## src/rtl/pg4_pkg.sv

```systemverilog
// Constants and types shared by the port group
package pg4_pkg;
   localparam int MAX_PINS = 5;
   localparam int MUX_W = 2;
   localparam int ADDR_W = 12;
   // Register byte addresses
   localparam logic [11:0] OFS_DATA = 12'h000;
   localparam logic [11:0] OFS_IOEN = 12'h004;
   localparam logic [11:0] OFS_PULL = 12'h008;
   localparam logic [11:0] OFS_IRQF = 12'h00C;
   localparam logic [11:0] OFS_IRQC = 12'h010;
   localparam logic [11:0] OFS_DEB = 12'h014;
   localparam logic [11:0] OFS_MODE = 12'h018;
   localparam logic [11:0] OFS_FUNC = 12'h01C;
   // Field positions
   localparam int UPPER_LSB = 8;
   localparam int LOWER_LSB = 0;
   localparam logic [4:0] PINS_RST = 5'h00;
   localparam logic [9:0] MUX_RST = 10'h000;
   localparam logic [31:0] RD_RST = 32'h0000_0000;
   // Function numbers
   localparam logic [1:0] FUNC_FREQ = 2'h0;
   localparam logic [1:0] FUNC_LCD = 2'h3;
   localparam int FREQ_PINS = 4;
   // Chattering filter: input must hold this long before it is accepted
   localparam int CLK_NS = 10;
   localparam int DEB_TIME_NS = 80;
   localparam int DEB_CYCLES = (DEB_TIME_NS + CLK_NS - 1) / CLK_NS;
   localparam logic [3:0] DEB_LAST = 4'(DEB_CYCLES - 1);
   localparam logic [3:0] DEB_ZERO = 4'h0;
   localparam logic [3:0] DEB_ONE = 4'h1;
   typedef struct packed {
      logic [4:0] out;
      logic [4:0] oe_n;
      logic [4:0] pull_up;
      logic [4:0] pull_down;
   } pg4_pad_t;
endpackage

```

## src/rtl/pg4_port.sv

```systemverilog
// Four or five pin GPIO port group with APB registers
// Operation
// - Four pins on the small variant, five on the large; unused bits read zero.
// - Every pin does GPIO and can raise its own interrupt.
// - Interrupt flag reads set after its event; write one clears, zero keeps.
// - Mode bit zero is GPIO; one selects peripheral function 0 to 3 by mux.
// - Five-pin: function 0 gives frequency counter pins; function 3 gives LCD segments.
// - Four-pin: upper fields bits 11-8, lower 3-0, input read-only, reset zero.
// - Five-pin: upper fields bits 12-8, lower 4-0, fifth mux 9-8, reset zero.
`timescale 1ns/1ps
module pg4_port #(
   parameter int PIN_COUNT = 5
) (
   // Clock and reset
   input wire logic clk_sys,
   input wire logic reset,
   // APB slave
   input wire logic psel,
   input wire logic penable,
   input wire logic pwrite,
   input wire logic [11:0] paddr,
   input wire logic [31:0] pwdata,
   output logic [31:0] prdata,
   output logic pready,
   output logic pslverr,
   // Pins
   input wire logic [4:0] pad_in,
   output pg4_pkg::pg4_pad_t pad,
   // Frequency counter channel 1: sense B, sense A, reference, input
   input wire logic [3:0] freq_out,
   input wire logic [3:0] freq_oe,
   output logic [3:0] freq_in,
   // LCD segment drive
   input wire logic [4:0] lcd_seg,
   // Interrupt request
   output logic irq
);
   localparam logic [4:0] PIN_MASK = (PIN_COUNT == 5) ? 5'h1F : 5'h0F;
   localparam logic [9:0] MUX_MASK = (PIN_COUNT == 5) ? 10'h3FF : 10'h0FF;

   logic [4:0] out_value;
   logic [4:0] input_enable_bits;
   logic [4:0] output_enable_bits;
   logic [4:0] pull_direction;
   logic [4:0] pull_enable;
   logic [4:0] irq_flag_bits;
   logic [4:0] edge_select;
   logic [4:0] irq_enable_bits;
   logic [4:0] debounce_enable_bits;
   logic [4:0] peripheral_mode_bits;
   logic [9:0] function_mux_field;
   logic [4:0] sync_a;
   logic [4:0] sync_b;
   logic [4:0] filt;
   logic [4:0] filt_d;
   logic [4:0] in_value;
   logic [4:0] pin_event;
   logic [4:0] wr_bits;
   logic wr;
   logic rd_setup;
   logic hit;
   logic flag_clr_wr;
   logic rd_func;
   logic [31:0] next_rdata;
   pg4_pkg::pg4_pad_t next_pad;
   logic [3:0] next_freq_in;

   // Zero wait states: every access completes in its first access cycle
   assign pready = 1'b1;
   assign wr = psel & penable & pwrite;
   assign rd_setup = psel & ~penable & ~pwrite;
   assign wr_bits = pwdata[pg4_pkg::LOWER_LSB +: 5] & PIN_MASK;
   assign flag_clr_wr = wr & (paddr == pg4_pkg::OFS_IRQF);

   always_comb begin
      case (paddr)
         pg4_pkg::OFS_DATA, pg4_pkg::OFS_IOEN, pg4_pkg::OFS_PULL, pg4_pkg::OFS_IRQF,
         pg4_pkg::OFS_IRQC, pg4_pkg::OFS_DEB, pg4_pkg::OFS_MODE, pg4_pkg::OFS_FUNC: hit = 1'b1;
         default: hit = 1'b0;
      endcase
   end
   assign pslverr = psel & penable & ~hit;

   // Writable fields; unused pins never store a one
   always_ff @(posedge clk_sys or posedge reset) begin
      if (reset) begin
         out_value <= pg4_pkg::PINS_RST;
         input_enable_bits <= pg4_pkg::PINS_RST;
         output_enable_bits <= pg4_pkg::PINS_RST;
         pull_direction <= pg4_pkg::PINS_RST;
         pull_enable <= pg4_pkg::PINS_RST;
         edge_select <= pg4_pkg::PINS_RST;
         irq_enable_bits <= pg4_pkg::PINS_RST;
         debounce_enable_bits <= pg4_pkg::PINS_RST;
         peripheral_mode_bits <= pg4_pkg::PINS_RST;
         function_mux_field <= pg4_pkg::MUX_RST;
      end else if (wr) begin
         case (paddr)
            // Input field is read-only, so only the upper field stores
            pg4_pkg::OFS_DATA: out_value <= pwdata[pg4_pkg::UPPER_LSB +: 5] & PIN_MASK;
            pg4_pkg::OFS_IOEN: begin
               input_enable_bits <= pwdata[pg4_pkg::UPPER_LSB +: 5] & PIN_MASK;
               output_enable_bits <= wr_bits;
            end
            pg4_pkg::OFS_PULL: begin
               pull_direction <= pwdata[pg4_pkg::UPPER_LSB +: 5] & PIN_MASK;
               pull_enable <= wr_bits;
            end
            pg4_pkg::OFS_IRQC: begin
               edge_select <= pwdata[pg4_pkg::UPPER_LSB +: 5] & PIN_MASK;
               irq_enable_bits <= wr_bits;
            end
            pg4_pkg::OFS_DEB: debounce_enable_bits <= wr_bits;
            pg4_pkg::OFS_MODE: peripheral_mode_bits <= wr_bits;
            pg4_pkg::OFS_FUNC: function_mux_field <= pwdata[9:0] & MUX_MASK;
            default: ;
         endcase
      end
   end

   // Read data is captured in the setup cycle so it stands through the access
   always_comb begin
      next_rdata = pg4_pkg::RD_RST;
      case (paddr)
         pg4_pkg::OFS_DATA: begin
            next_rdata[pg4_pkg::UPPER_LSB +: 5] = out_value;
            next_rdata[pg4_pkg::LOWER_LSB +: 5] = in_value;
         end
         pg4_pkg::OFS_IOEN: begin
            next_rdata[pg4_pkg::UPPER_LSB +: 5] = input_enable_bits;
            next_rdata[pg4_pkg::LOWER_LSB +: 5] = output_enable_bits;
         end
         pg4_pkg::OFS_PULL: begin
            next_rdata[pg4_pkg::UPPER_LSB +: 5] = pull_direction;
            next_rdata[pg4_pkg::LOWER_LSB +: 5] = pull_enable;
         end
         pg4_pkg::OFS_IRQF: next_rdata[pg4_pkg::LOWER_LSB +: 5] = irq_flag_bits;
         pg4_pkg::OFS_IRQC: begin
            next_rdata[pg4_pkg::UPPER_LSB +: 5] = edge_select;
            next_rdata[pg4_pkg::LOWER_LSB +: 5] = irq_enable_bits;
         end
         pg4_pkg::OFS_DEB: next_rdata[pg4_pkg::LOWER_LSB +: 5] = debounce_enable_bits;
         pg4_pkg::OFS_MODE: next_rdata[pg4_pkg::LOWER_LSB +: 5] = peripheral_mode_bits;
         pg4_pkg::OFS_FUNC: next_rdata[9:0] = function_mux_field;
         default: ;
      endcase
   end

   always_ff @(posedge clk_sys or posedge reset) begin
      if (reset) begin
         prdata <= pg4_pkg::RD_RST;
         rd_func <= 1'b0;
      end else if (rd_setup) begin
         prdata <= next_rdata;
         // Mux reads fill bits 9-0, so the pin mask does not apply to them
         rd_func <= (paddr == pg4_pkg::OFS_FUNC);
      end
   end

   // Two-flop synchroniser on the pins
   always_ff @(posedge clk_sys or posedge reset) begin
      if (reset) begin
         sync_a <= pg4_pkg::PINS_RST;
         sync_b <= pg4_pkg::PINS_RST;
         filt_d <= pg4_pkg::PINS_RST;
      end else begin
         sync_a <= pad_in;
         sync_b <= sync_a;
         filt_d <= filt;
      end
   end

   // Input reads zero while its input enable is off
   assign in_value = filt & input_enable_bits & PIN_MASK;

   genvar i;
   generate
      for (i = 0; i < pg4_pkg::MAX_PINS; i++) begin : g_pin
         logic [3:0] deb_cnt;
         logic rise;
         logic fall;

         // Filter trades latency for immunity: a change must persist
         always_ff @(posedge clk_sys or posedge reset) begin
            if (reset) begin
               deb_cnt <= pg4_pkg::DEB_ZERO;
               filt[i] <= 1'b0;
            end else if (!debounce_enable_bits[i] || sync_b[i] == filt[i]) begin
               deb_cnt <= pg4_pkg::DEB_ZERO;
               filt[i] <= debounce_enable_bits[i] ? filt[i] : sync_b[i];
            end else if (deb_cnt == pg4_pkg::DEB_LAST) begin
               deb_cnt <= pg4_pkg::DEB_ZERO;
               filt[i] <= sync_b[i];
            end else begin
               deb_cnt <= deb_cnt + pg4_pkg::DEB_ONE;
            end
         end

         assign rise = filt[i] & ~filt_d[i];
         assign fall = ~filt[i] & filt_d[i];
         // Edge select one means falling edge
         assign pin_event[i] = PIN_MASK[i] & input_enable_bits[i] & ~peripheral_mode_bits[i] &
                               (edge_select[i] ? fall : rise);

         // An event in the clearing cycle wins over the clear
         always_ff @(posedge clk_sys or posedge reset) begin
            if (reset) begin
               irq_flag_bits[i] <= 1'b0;
            end else if (pin_event[i]) begin
               irq_flag_bits[i] <= 1'b1;
            end else if (flag_clr_wr && wr_bits[i]) begin
               irq_flag_bits[i] <= 1'b0;
            end
         end

         always_comb begin
            next_pad.out[i] = 1'b0;
            next_pad.oe_n[i] = 1'b1;
            next_pad.pull_up[i] = 1'b0;
            next_pad.pull_down[i] = 1'b0;
            if (!PIN_MASK[i]) begin
               next_pad.oe_n[i] = 1'b1;
            end else if (!peripheral_mode_bits[i]) begin
               next_pad.out[i] = out_value[i];
               next_pad.oe_n[i] = ~output_enable_bits[i];
               next_pad.pull_up[i] = pull_enable[i] & pull_direction[i] &
                                     ~output_enable_bits[i];
               next_pad.pull_down[i] = pull_enable[i] & ~pull_direction[i] &
                                       ~output_enable_bits[i];
            end else begin
               case (function_mux_field[i*pg4_pkg::MUX_W +: pg4_pkg::MUX_W])
                  pg4_pkg::FUNC_FREQ: begin
                     if (PIN_COUNT == 5 && i < pg4_pkg::FREQ_PINS) begin
                        next_pad.out[i] = freq_out[i % pg4_pkg::FREQ_PINS];
                        next_pad.oe_n[i] = ~freq_oe[i % pg4_pkg::FREQ_PINS];
                     end
                  end
                  pg4_pkg::FUNC_LCD: begin
                     next_pad.out[i] = lcd_seg[i];
                     next_pad.oe_n[i] = 1'b0;
                  end
                  default: begin
                     // Functions 1 and 2 have nothing here; the pin floats
                     next_pad.oe_n[i] = 1'b1;
                  end
               endcase
            end
         end
      end

      for (i = 0; i < pg4_pkg::FREQ_PINS; i++) begin : g_freq
         assign next_freq_in[i] = (PIN_COUNT == 5) & peripheral_mode_bits[i] &
            (function_mux_field[i*pg4_pkg::MUX_W +: pg4_pkg::MUX_W] == pg4_pkg::FUNC_FREQ) &
            sync_b[i];
      end
   endgenerate

   always_ff @(posedge clk_sys or posedge reset) begin
      if (reset) begin
         pad <= '{out: 5'h00, oe_n: 5'h1F, pull_up: 5'h00, pull_down: 5'h00};
         freq_in <= 4'h0;
      end else begin
         pad <= next_pad;
         freq_in <= next_freq_in;
      end
   end

   // Request only for flags whose interrupt enable is set
   always_ff @(posedge clk_sys or posedge reset) begin
      if (reset) begin
         irq <= 1'b0;
      end else begin
         irq <= |(irq_flag_bits & irq_enable_bits);
      end
   end

   // Checks
   property p_flag_set;
      @(posedge clk_sys) disable iff (reset)
      pin_event != 5'h00 |=> (irq_flag_bits & $past(pin_event)) == $past(pin_event);
   endproperty
   a_flag_set: assert property (p_flag_set) else $error("event did not set flag");
   property p_w1c;
      @(posedge clk_sys) disable iff (reset)
      flag_clr_wr && pin_event == 5'h00 |=> (irq_flag_bits & $past(wr_bits)) == 5'h00 &&
         (irq_flag_bits & ~$past(wr_bits)) == ($past(irq_flag_bits) & ~$past(wr_bits));
   endproperty
   a_w1c: assert property (p_w1c) else $error("write one to clear misbehaved");
   property p_unused_zero;
      @(posedge clk_sys) disable iff (reset)
      (prdata[pg4_pkg::UPPER_LSB +: 5] & ~PIN_MASK) == 5'h00 && prdata[31:13] == 19'h0 &&
      (rd_func || (prdata[pg4_pkg::LOWER_LSB +: 5] & ~PIN_MASK) == 5'h00);
   endproperty
   a_unused_zero: assert property (p_unused_zero) else $error("unused bits read one");
   property p_irq_req;
      @(posedge clk_sys) disable iff (reset)
      (irq_flag_bits & irq_enable_bits) == 5'h00 ##1 (irq_flag_bits & irq_enable_bits) != 5'h00
      |=> irq;
   endproperty
   a_irq_req: assert property (p_irq_req) else $error("irq not raised");
   property p_no_req;
      @(posedge clk_sys) disable iff (reset)
      irq_enable_bits == 5'h00 [*2] |-> !irq;
   endproperty
   a_no_req: assert property (p_no_req) else $error("irq with all enables off");
   property p_gpio_drive;
      @(posedge clk_sys) disable iff (reset)
      !peripheral_mode_bits[0] && output_enable_bits[0] |=> !pad.oe_n[0] &&
         pad.out[0] == $past(out_value[0]);
   endproperty
   a_gpio_drive: assert property (p_gpio_drive) else $error("gpio pin not driven");
   property p_lcd;
      @(posedge clk_sys) disable iff (reset)
      peripheral_mode_bits[1] && function_mux_field[3:2] == pg4_pkg::FUNC_LCD |=>
         !pad.oe_n[1] && pad.out[1] == $past(lcd_seg[1]);
   endproperty
   a_lcd: assert property (p_lcd) else $error("lcd segment not routed");
   property p_input_ro;
      @(posedge clk_sys) disable iff (reset)
      wr && paddr == pg4_pkg::OFS_DATA |=> (in_value == $past(in_value) || filt != $past(filt)) &&
         out_value == ($past(pwdata[12:8]) & PIN_MASK);
   endproperty
   a_input_ro: assert property (p_input_ro) else $error("data register write wrong");
   property p_rd_flags;
      @(posedge clk_sys) disable iff (reset)
      rd_setup && paddr == pg4_pkg::OFS_IRQF |=> prdata[4:0] == $past(irq_flag_bits);
   endproperty
   a_rd_flags: assert property (p_rd_flags) else $error("flag read wrong");

   c_flag: cover property (@(posedge clk_sys) disable iff (reset) pin_event != 5'h00);
   c_clear: cover property (@(posedge clk_sys) disable iff (reset)
      flag_clr_wr && irq_flag_bits != 5'h00);
   c_irq: cover property (@(posedge clk_sys) disable iff (reset) $rose(irq));
   c_race: cover property (@(posedge clk_sys) disable iff (reset)
      flag_clr_wr && (pin_event & wr_bits) != 5'h00);
endmodule

```

## config.mk

```make
export PLATFORM = sky130hd
export DESIGN_NAME = pg4_port
export DESIGN_NICKNAME = d
export VERILOG_FILES = /design/src/rtl/pg4_pkg.sv /design/src/rtl/pg4_port.sv
export SDC_FILE = /design/constraint.sdc
export NUM_CORES = 1
export LEC_CHECK = 0
export BUFFER_PORTS_ARGS = -buffer_cell sky130_fd_sc_hd__clkbuf_2
export CORE_MARGIN = 5
export CORE_UTILIZATION = 30
export CTS_CLUSTER_DIAMETER = 30
export DETAILED_ROUTE_END_ITERATION = 8
export HOLD_SLACK_MARGIN = 0.02
export PLACE_DENSITY = 0.56
export REMOVE_ABC_BUFFERS = 1
export SLEW_MARGIN = 20
export SYNTH_ARGS = -nofsm -noshare
export SYNTH_HDL_FRONTEND = slang
export SYNTH_SLANG_ARGS = --single-unit
```

## constraint.sdc

```tcl
create_clock -name clk_sys -period 5.75 [get_ports clk_sys]
set_input_delay 1.15 -clock clk_sys [delete_from_list [all_inputs] [get_ports clk_sys]]
set_output_delay 1.15 -clock clk_sys [all_outputs]
set_load 0.03 [all_outputs]
```

---- Yosys cells after proc, flatten, opt, wreduce, memory -nomap -nowiden ----
Memory sizes are Yosys's and may differ from the RTL's.
Index checks and enable logic that the tools add are counted.
storage, ports and cells
  flip-flop bits (word level) ............. 138
  input port bits ......................... 67
  memories kept ........................... 1
  bits in read-only memories .............. 32
  output and inout bits ................... 59
memories
  name             words  bits a word  rd ports  clocked after memory_dff  wr ports  line            text
  (no name shown)  32     1            1         0                         0         pg4_port.sv:76  case (paddr)
operators by class
  eq/ne operators ......................... 27
  muxes and demuxes ....................... 75
  add/subtract/negate cells ............... 5
  bitwise operators ....................... 88
  reduce and logical (&&, ||, !) cells .... 44
operators by type and width
  cell                                            number
  AND 1 bit                                       54
  two-way mux 1 bit                               53
  == test 12 x 5 -> 1 bit, second input constant  4
  two-way mux 4 bit                               10
  one-hot mux 5 bit (8 select lines)              1
  inverter 1 bit                                  32
  == test 12 x 4 -> 1 bit, second input constant  2
  AND reduction 2 bit                             12
  adder 4 x 1 -> 4 bit, second input constant     5
  == test 4 x 3 -> 1 bit, second input constant   5
  nonzero test 2 bit                              10
  one-hot mux 1 bit (2 select lines)              8
  == test 12 x 3 -> 1 bit, second input constant  1
  zero test 12 bit                                1
  one-hot mux 3 bit (4 select lines)              1
  AND 5 bit                                       2
  == test 2 bit, second input constant            5
  inequality test 2 bit, second input constant    5
  one-hot mux 2 bit (5 select lines)              1
  zero test 2 bit                                 4
  zero test 7 bit                                 1
  == test 1 bit                                   5
  logical AND 1 bit                               5
  zero test 1 bit                                 5
  3 further kinds                                 7

---- Logic depth before layout (Yosys ltp) ----
Gate-level depths: netlist (run 1).
  word-level depth ........................ 6
  gate-level depth with buffers ........... 6
  mapped depth without buffers ............ 5

---- Worst setup path after synthesis (run 1) ----
Ideal clock, no wire load.
  path type ............................... input to output
  start ................................... input paddr[9]
  end ..................................... output pslverr
  arrival ................................. 2332 ps
  cell stages on the path ................. 3
  path slack .............................. 2268 ps
  required time ........................... 4600 ps
  cells stage by stage .................... or4_4 -> buf_6 -> o311a_1
on the way
  word-level cells in the longest chain between the ends .. 4
RTL lines
  element            line            text
  start, declared    pg4_port.sv:21  input wire logic [11:0] paddr,
  zero test 7 bit    pg4_port.sv:76
  two-way mux 1 bit  pg4_port.sv:76
  inverter 1 bit     pg4_port.sv:82  assign pslverr = psel & penable & ~hit;
  AND 1 bit          pg4_port.sv:82
  end, declared      pg4_port.sv:25  output logic pslverr,
No other way between the ends.

---- Worst setup path after layout (run 1) ----
  start ................................... input paddr[5]
  end ..................................... output pslverr
The elaborated chain is that of the path after synthesis.

==> results of run 1 <==
-- per-layer routing --
| layer | track usage, % | vias up |
|---|---|---|
| li1 | - | 2047 |
| met1 | 18.3 | 2239 |
| met2 | 22.6 | 144 |
| met3 | 3.48 | 30 |
| met4 | 6.18 | 0 |
| met5 | 0 | - |
-- flip-flops by register name, summed over array words and instances (netlist names), 10 cells and up --
signal / count
function_mux_field: 10
g_pin.deb_cnt: 20
pad: 20
prdata: 13
-- report_power, final --
group          total, mW  internal [mW]  leakage, nW  switching, mW
Combinational      0.104         0.0272         1.50         0.0763
Clock               1.08          0.653        0.280          0.425
Sequential         0.987          0.980         1.86        0.00740
-- cell type report --
cell class	count	share of cell area, %
Sequential cell	138	45.8
Clock inverter	13	1.92
Tap cell	275	4.56
Inverter	16	0.862
Timing Repair Buffer	87	5.80
Clock buffer	19	5.87
Multi-Input combinational cell	351	35.2
-- metrics by stage --
step           utilization, %  worst slack (ps)  power (mW)  instance area (sq um)  instances
2_1_floorplan               -               912        1.06                   6170        505
3_3_place_gp             33.3              2030        1.11                   6960        867
3_5_place_dp             33.3              2010        1.11                   6960        867
4_1_cts                  36.1              2000        2.20                   7550        899
5_1_grt                  36.1              1990        2.25                   7550        899
6_report                 36.1              2000        2.17                   7550        899
-- path summary, 6_finish.rpt --
kind | start | endpoint | slack, ps | cells past startpoint
max | paddr[5] | pslverr | 2000 | 4
min | sync_a[1]$_DFF_PP0_ | sync_b[1]$_DFF_PP0_ | 350 | 0
max reg2reg | peripheral_mode_bits[1]$_DFFE_PP0P_ | prdata[1]$_DFFE_PP0P_ | 4260 | 3
min reg2reg | sync_a[1]$_DFF_PP0_ | sync_b[1]$_DFF_PP0_ | 350 | 0
max in group asynchronous | reset | filt_d[0]$_DFF_PP0_ | 3670 | 3
min in group asynchronous | reset | sync_a[2]$_DFF_PP0_ | 850 | 2
-- layout by cell type (no fill, tap or decap), drive strengths merged, types with 3 or more instances in the layout --
cell type	instances
nor4bb	5
nor4b	8
a22oi	7
and3	10
xor2	5
nand3b	3
clkinvlp	3
mux2	65
clkinv	6
nor3	14
clkbuf	105
nand3	12
dfrtp	133
inv	18
nor2	26
nor4	5
a32o	10
o21ai	21
xnor2	5
o22ai	3
nand2	54
mux2i	14
ha	13
conb	20
o31ai	7
or4	3
a21oi	10
dfstp	5
a221oi	4
-- kinds of logic (layout without fill, tap and decap cells) --
family / Yosys count / in the layout / share of synthesized area [%]
AND/OR/NAND/NOR: 154 / 154 / 14.1
flip-flops: 138 / 138 / 54.7
multiplexers: 81 / 81 / 14.5
AO/OA/AOI/OAI: 73 / 73 / 8.22
buffers and inverters: 47 / 135 / 4.32
adder cells (fa/ha/maj): 13 / 13 / 2.57
XOR/XNOR: 10 / 10 / 1.39
other: 2 / 20 / 0.119
-- critical path, delay by kind of cell --
family,cells,cell delay [ps]
AND/OR/NAND/NOR,1,680
buffers and inverters,2,280
AO/OA/AOI/OAI,1,470
==> results by group, run 1 <==
Status
  – Status: complete, no violations

Clock network
  – Clock Path Buffers: 2
  – CTS tree: built
  – Inserted Clock Buffers: 17
  – Post-CTS Hold Buffers: 0
  – Clk_lat worst skew: 420 ps
  – Post-CTS Resized: 0
  – H-tree depth: 4
  – Clock root cell: clkbuf_16
  – Clock sinks: ~140
  – Setup Buffers After CTS: 0
  – Reg clk slew, reported paths: approximately 50 ps

Floorplan
  – Initial Utilization: about 30%
  – Die area: approximately 24000 sq um
  – Die Width: 155 microns
  – FP Rows: 53
  – Die Y: about 160 microns
  – Core Footprint: approximately 21000 sq um
  – I/O pin total: approximately 130

Setup path
  – CP max FO: 11
  – CP Class: in -> out
  – Crit path cell chain: clkbuf_2, or3_1, o311a_1, clkbuf_2
  – Most frequent CP cell: clkbuf_2
  – Crit path DAT: 2600 ps
  – Critical path's largest stage delay: a little under 700 ps
  – CP startpoint kind: input port
  – Data required, critical path: ~4600 ps
  – Worst path slowest cell: or3_1
  – Setup crit end kind: output port

Logic synthesis
  – Cell taking the most area after synthesis: dfrtp_1
  – YS warnings: 0
  – Synth Cell Area: roughly 6300 sq um
  – Most frequently used flop master after synthesis: dfrtp_1
  – Post-synth top area share: between 50% and 60%
  – Post-synth EDFFs: 0
  – Synthesized instance count: 518
  – Post-synthesis cell type count: between 60 and 70
  – Synth Register Bits: approximately 140
  – Leading cell types by count after synthesis: 133 x dfrtp_1, 64 x mux2_2, 51 x nand2_1, 26 x nor2_1, 20 x buf_4
  – Sequential element share of the synthesized area: between 50% and 60%
  – Count leader, synth: dfrtp_1
  – Top post-synthesis cells by area: dfrtp_1 53%, mux2_2 11%, nand2_1 3.0%
  – Async set-reset flop share out of synthesis: between 90% and 100%
  – Avg Inst Size Synth: 12.2 sq um

Final layout
  – Synth-to-Final Area Change: 19.5%
  – Diode count: 0
  – Fillers: slightly above 2000
  – Final #Nets: approximately 690
  – Multi-input logic area: between 2000 and 3000 sq um
  – Sequential Area: roughly 3500 sq um
  – Share of cells above drive strength 1: 33.5%

Timing
  – Fin crit share: 65.2%
  – Layout Skew: slightly above 7 ps
  – Worst slew pin tran: roughly 830 ps
  – Max Clk Rate: about 0.27 GHz
  – Fin crit period: 3750 ps
  – RSZ-0062 raised after global routing: false
  – Relative slew slack: 44.6%
  – Final setup viols: 0
  – Setup TNS: 0 ps
  – Final Hold Viols: 0
  – Max-slew violation count: 0
  – Fin Hold WS: ~350 ps

Global route
  – Largest net degree at the start of global routing: between 90 and 100
  – Remaining Overflow, GRT: 0
  – Vias in the first global route: 4641
  – Initial antenna violation count: 0
  – Global Route Usage Sum: 14.1%
  – First-pass GRT wire length: roughly 26000 microns

Pwr
  – Worst vdd ir: 0.189 mV
  – PD cells: about 290 nW/um^2
  – Leak Pwr: around 3.6 nW

Routing
  – Routed wire length per instance: approximately 18 microns
  – WL met2: approximately 8000 microns
  – Final wirelength: roughly 16000 microns
  – Post-DRT Antenna Nets: 0
  – Top layer in use: met4
  – Met1 wire length: roughly 7000 microns
  – Met3 WL: roughly 1000 microns
  – DR vias/cell: between 4 and 5
  – DR vias: between 4000 and 5000
  – Drc violations: 0
  – Detailed Route Iter0 Violations: 290
  – First-pass DRT Iterations: 5

Min path
  – Worst min path class: reg -> reg

Job
  – Max-Cap Viols: 0

Placed design
  – RePlAce Congestion: ~0.83
  – Post-DP HPWL: roughly 12000 microns
  – Number of port buffers: 86
Power figures use the tool's default switching activity.
==> run 2, diff against run 1 <==
==> constraint.sdc (replaced) <==
create_clock -name clk_sys -period 3.7 [get_ports clk_sys]
set_input_delay 0.74 -clock clk_sys [delete_from_list [all_inputs] [get_ports clk_sys]]
set_output_delay 0.74 -clock clk_sys [all_outputs]
set_load 0.03 [all_outputs]
==> results by group, run 2 (synthesis gave the netlist of run 1 again) <==
Status
  – Status: complete, no violations

Clock network
  – CTS tree: built
  – Reg clk slew, reported paths: approximately 50 ps
  – H-tree depth: 4
  – Post-CTS Resized: 0
  – Post-CTS Hold Buffers: 0
  – Clk_lat worst skew: around 420 ps
  – Inserted Clock Buffers: 17
  – Clock root cell: clkbuf_16
  – Setup Buffers After CTS: 0
  – Clock Path Buffers: 2
  – Clock sinks: between 100 and 150

Pwr
  – PD cells: approximately 440 nW/um^2
  – Tot Pwr: between 3 and 4 mW
  – Leak Pwr: roughly 3.6 nW
  – Internal: 2.57 mW
  – Worst vdd ir: around 0.29 mV
  – Seq pwr share: between 40 and 50%
  – Comb power frac: 4.9%
  – Clock power share: about half
  – Sw Pwr: 751 uW
  – Sw frac: between 20% and 30%

Timing
  – RSZ-0062 raised after global routing: false
  – Max Clk Rate: about 0.35 GHz
  – Layout Skew: between 9 and 10 ps
  – Setup TNS: 0 ps
  – Relative slew slack: around 47%
  – Fin Hold WS: between 300 and 400 ps
  – Max-slew violation count: 0
  – Worst slew pin tran: 795 ps
  – Final Hold Viols: 0
  – Final WS setup: 810 ps
  – Fin crit share: between 70% and 80%
  – Fin crit period: 2890 ps
  – Final setup viols: 0

Placed design
  – RePlAce Congestion: 0.812
  – Setup WS pre-CTS: 624 ps
  – Number of port buffers: 86
  – Post-DP HPWL: ~12000 microns

Min path
  – Worst min path class: reg -> reg
  – HP Start: sync_a[1]$_DFF_PP0_

Final layout
  – Most frequent cells in the layout: 133 x dfrtp_1, 86 x clkbuf_2, 64 x mux2_2
  – Share of cells above drive strength 1: about a third
  – Final #Nets: slightly below 700
  – Diode count: 0
  – Synth-to-Final Area Change: 19.7%
  – Commonest non-fill, non-tap cell in the layout: dfrtp_1
  – Top flop regs: g_pin.deb_cnt x20, pad x20, prdata x13

Global route
  – First-pass GRT wire length: ~26000 microns
  – Largest net degree at the start of global routing: 87
  – Vias in the first global route: about 4500
  – Remaining Overflow, GRT: 0
  – Initial antenna violation count: 0
  – Global Route Usage Sum: ~14%

Setup path
  – Data required, critical path: roughly 3000 ps
  – CP endpoint: pslverr
  – Critical path's largest stage delay: between 600 and 700 ps
  – Worst reg2reg startpoint: peripheral_mode_bits[1]$_DFFE_PP0P_
  – Worst R2R Path Depth: 3
  – Crit path DAT: 2150 ps
  – Crit path cell chain: clkbuf_2, or3_1, o311a_1, clkbuf_2
  – CP max FO: 11
  – CP delay by family, top: simple AND/OR/NAND/NOR gates
  – Crit path depth: 4
  – Worst R2R Setup Slack: 2220 ps
  – CP startpoint kind: input port
  – Buf+Inv Stages, Crit Path: 2
  – Most frequent CP cell: clkbuf_2
  – Worst path slowest cell: or3_1
  – Setup crit end kind: output port
  – FF-to-FF End: prdata[1]$_DFFE_PP0P_
  – CP Class: in -> out
  – CP startpoint: paddr[5]

Floorplan
  – Die Y: around 160 microns
  – I/O pin total: 126
  – Core Footprint: about 21000 sq um
  – Initial Utilization: a little over 30%
  – Die Width: 155 microns
  – FP Rows: 53
  – Die area: 24100 sq um

Routing
  – WL met2: roughly 8000 microns
  – Top layer in use: met4
  – Drc violations: 0
  – First-pass DRT Iterations: 5
  – Met3 WL: between 1000 and 1500 microns
  – Met1 wire length: around 7000 microns
  – Detailed Route Iter0 Violations: between 200 and 300
  – DR vias/cell: between 4 and 5
  – Post-DRT Antenna Nets: 0
  – Routed wire length per instance: 18.3 microns
  – Final wirelength: roughly 17000 microns
  – DR vias: 4422

Job
  – Max-Cap Viols: 0
==> run 2: per-stage QoR <==
stage | cells | utilization [%] | area (sq um)
6_report | 901 | 36.2 | 7570
5_1_grt | 901 | 36.2 | 7570
4_1_cts | 901 | 36.2 | 7570
3_5_place_dp | 870 | 33.5 | 7000
3_3_place_gp | 870 | 33.5 | 7000
2_1_floorplan | 505 | - | 6170
==> run 2: power groups by stage <==
stage / clock [mW] / combinational, mW / sequential, mW
floorplan: 0 / 0.0891 / 1.56
global placement: 0 / 0.163 / 1.56
detailed placement: 0 / 0.166 / 1.56
CTS: 1.67 / 0.166 / 1.53
global route: 1.74 / 0.182 / 1.54
finish: 1.62 / 0.164 / 1.53
==> run 2: area by class of cell <==
cell class | instances | area, sq um
Timing Repair Buffer | 90 | 473
Clock inverter | 11 | 124
Sequential cell | 138 | 3460
Fill cell | 2074 | 13300
Inverter | 16 | 65.1
Multi-Input combinational cell | 351 | 2660
Clock buffer | 20 | 447
Tap cell | 275 | 344
==> run 2: layer usage <==
metal	vias to the layer above	track usage (%)
li1	2043	-
met1	2214	18.1
met2	146	23.2
met3	19	3.81
met4	0	3.03
met5	-	0
==> run 2: worst min path at each step <==
stage	end	slack [ps]	cells past startpoint
after global routing	sync_b[1]$_DFF_PP0_	350	0
after floorplan	sync_b[0]$_DFF_PP0_	330	0
after detailed placement	sync_b[1]$_DFF_PP0_	340	0
after CTS	sync_b[1]$_DFF_PP0_	350	0
final	sync_b[1]$_DFF_PP0_	350	0
after global placement	sync_b[0]$_DFF_PP0_	330	0
==> run 2: worst register-to-register path, cell delays in order, from the launching register on <==
cell,delay [ps]
dfrtp_1,460
mux4_2,470
nand2b_1,170
a32o_1,280
==> run 3, diff against run 2 <==
==> constraint.sdc (replaced) <==
create_clock -name clk_sys -period 3.01 [get_ports clk_sys]
set_input_delay 0.602 -clock clk_sys [delete_from_list [all_inputs] [get_ports clk_sys]]
set_output_delay 0.602 -clock clk_sys [all_outputs]
set_load 0.03 [all_outputs]
==> results by group, run 3 (synthesis gave the netlist of run 1 again) <==
Status
  – Status: complete, no violations

Setup path
  – Data required, critical path: roughly 2400 ps
  – Critical path's largest stage delay: around 670 ps
  – CP max FO: 11
  – Crit path DAT: roughly 2000 ps
  – Most frequent CP cell: clkbuf_2
  – Setup crit end kind: output port
  – CP Class: in -> out
  – CP startpoint kind: input port
  – Crit path cell chain: clkbuf_2, or3_1, o311a_1, clkbuf_2
  – Worst path slowest cell: or3_1

Pwr
  – Worst vdd ir: a little under 0.4 mV
  – Internal: 3.21 mW
  – Sw frac: between 20% and 30%
  – PD cells: 541 nW/um^2
  – Seq pwr share: roughly 46%
  – Comb power frac: ~5.0%
  – Leak Pwr: about 3.7 nW
  – Clock power share: between 40% and 50%
  – Sw Pwr: ~920 uW

Global route
  – Largest net degree at the start of global routing: around 80
  – Global Route Usage Sum: 14.1%
  – Remaining Overflow, GRT: 0
  – First-pass GRT wire length: ~26000 microns
  – Vias in the first global route: roughly 4600
  – Initial antenna violation count: 1

Timing
  – Final setup viols: 0
  – Final WS setup: between 300 and 400 ps
  – Final Hold Viols: 0
  – RSZ-0062 raised after global routing: false
  – Max Clk Rate: ~0.38 GHz
  – Max-slew violation count: 0
  – Setup TNS: 0 ps
  – Fin crit share: ~87%
  – Relative slew slack: about half
  – Worst slew pin tran: roughly 730 ps
  – Fin Hold WS: ~270 ps
  – Layout Skew: about 15 ps
  – Fin crit period: 2620 ps

Job
  – Max-Cap Viols: 0

Final layout
  – Share of cells above drive strength 1: about a third
  – Final #Nets: ~700
  – Fillers: ~2100
  – Final core area utilization: between 30% and 40%
  – Synth-to-Final Area Change: 20.9%
  – Commonest non-fill, non-tap cell in the layout: dfrtp_1
  – Most frequent cells in the layout: 133 x dfrtp_1, 86 x clkbuf_2, 64 x mux2_2
  – Top flop regs: g_pin.deb_cnt x20, pad x20, prdata x13
  – Post-route design area: around 7600 sq um

Clock network
  – Clock sinks: 138
  – Clock root cell: clkbuf_16
  – CTS tree: built
  – Post-CTS Hold Buffers: 0
  – Inserted Clock Buffers: 17
  – Clk_lat worst skew: approximately 430 ps
  – Setup Buffers After CTS: 0
  – Reg clk slew, reported paths: around 60 ps
  – H-tree depth: 4
  – Post-CTS Resized: 0
  – Clock Path Buffers: 2

Routing
  – Detailed Route Iter0 Violations: about 290
  – First-pass DRT Iterations: 4
  – Routed wire length per instance: around 18 microns
  – DR vias/cell: 4.92
  – Drc violations: 0
  – DR vias: approximately 4500
  – Post-DRT Antenna Nets: 0
  – Final wirelength: 16600 microns

Floorplan
  – I/O pin total: 126
  – Die Y: 155 microns
  – Core Footprint: 20900 sq um
  – Initial Utilization: 30.3%
  – Die Width: around 160 microns
  – Die area: around 24000 sq um
  – FP Rows: 53

Placed design
  – Placement Cell Area: between 7000 and 8000 sq um
  – Setup WS pre-CTS: 375 ps
  – Post-DP HPWL: 12100 microns
  – RePlAce Congestion: slightly above 0.8
  – Number of port buffers: 86

Min path
  – Worst min path class: in -> async
[run 3: final timing paths]
check / startpoint / endpoint / slack (ps) / cells past startpoint
worst max-delay path: paddr[5] / pslverr / 390 / 4
worst min-delay path: reset / pad[16]$_DFF_PP0_ / 270 / 2
worst max register to register: peripheral_mode_bits[2]$_DFFE_PP0P_ / prdata[2]$_DFFE_PP0P_ / 1550 / 3
worst min register to register: sync_a[1]$_DFF_PP0_ / sync_b[1]$_DFF_PP0_ / 340 / 0
max in group asynchronous: reset / pad[11]$_DFF_PP1_ / 1960 / 3
min in group clk_sys: pad_in[0] / sync_a[0]$_DFF_PP0_ / 280 / 1
[run 3: area by class of cell]
cell class / count / area, sq um / share of cell area, %
tap: 275 / 344 / 4.50
clock inverter: 8 / 92.6 / 1.21
clock buffer: 24 / 482 / 6.30
inverter: 16 / 65.1 / 0.851
antenna: 1 / 2.50 / 0.0327
multi-input combinational: 351 / 2660 / 34.7
sequential: 138 / 3460 / 45.3
timing repair buffer: 99 / 541 / 7.07
[run 3: per-layer routing]
layer  vias to the layer above  wire, microns  GRT usage, %
li1                       2074              -             -
met1                      2239           7280          18.4
met2                       149           7990          22.2
met3                        26            956          3.64
met4                         0            366          6.18
met5                         -              0             0
[run 3: per-stage QoR]
stage,std cells,power (mW)
after floorplan,505,2.02
after global placement,879,2.12
after detailed placement,879,2.13
after CTS,911,4.18
after global routing,912,4.29
final,912,4.13
[run 3: power groups by stage]
stage	registers, mW	clock network, mW	logic, mW
after floorplan	1.92	0	0.110
after global placement	1.92	0	0.205
after detailed placement	1.92	0	0.209
after CTS	1.89	2.09	0.210
after global routing	1.89	2.17	0.229
final	1.89	2.04	0.207
[run 3: worst max-delay path, delay by kind of cell]
| kind | cells | cell delay, ps |
|---|---|---|
| compound gates | 1 | 450 |
| buf+inv | 2 | 290 |
| simple gates | 1 | 670 |
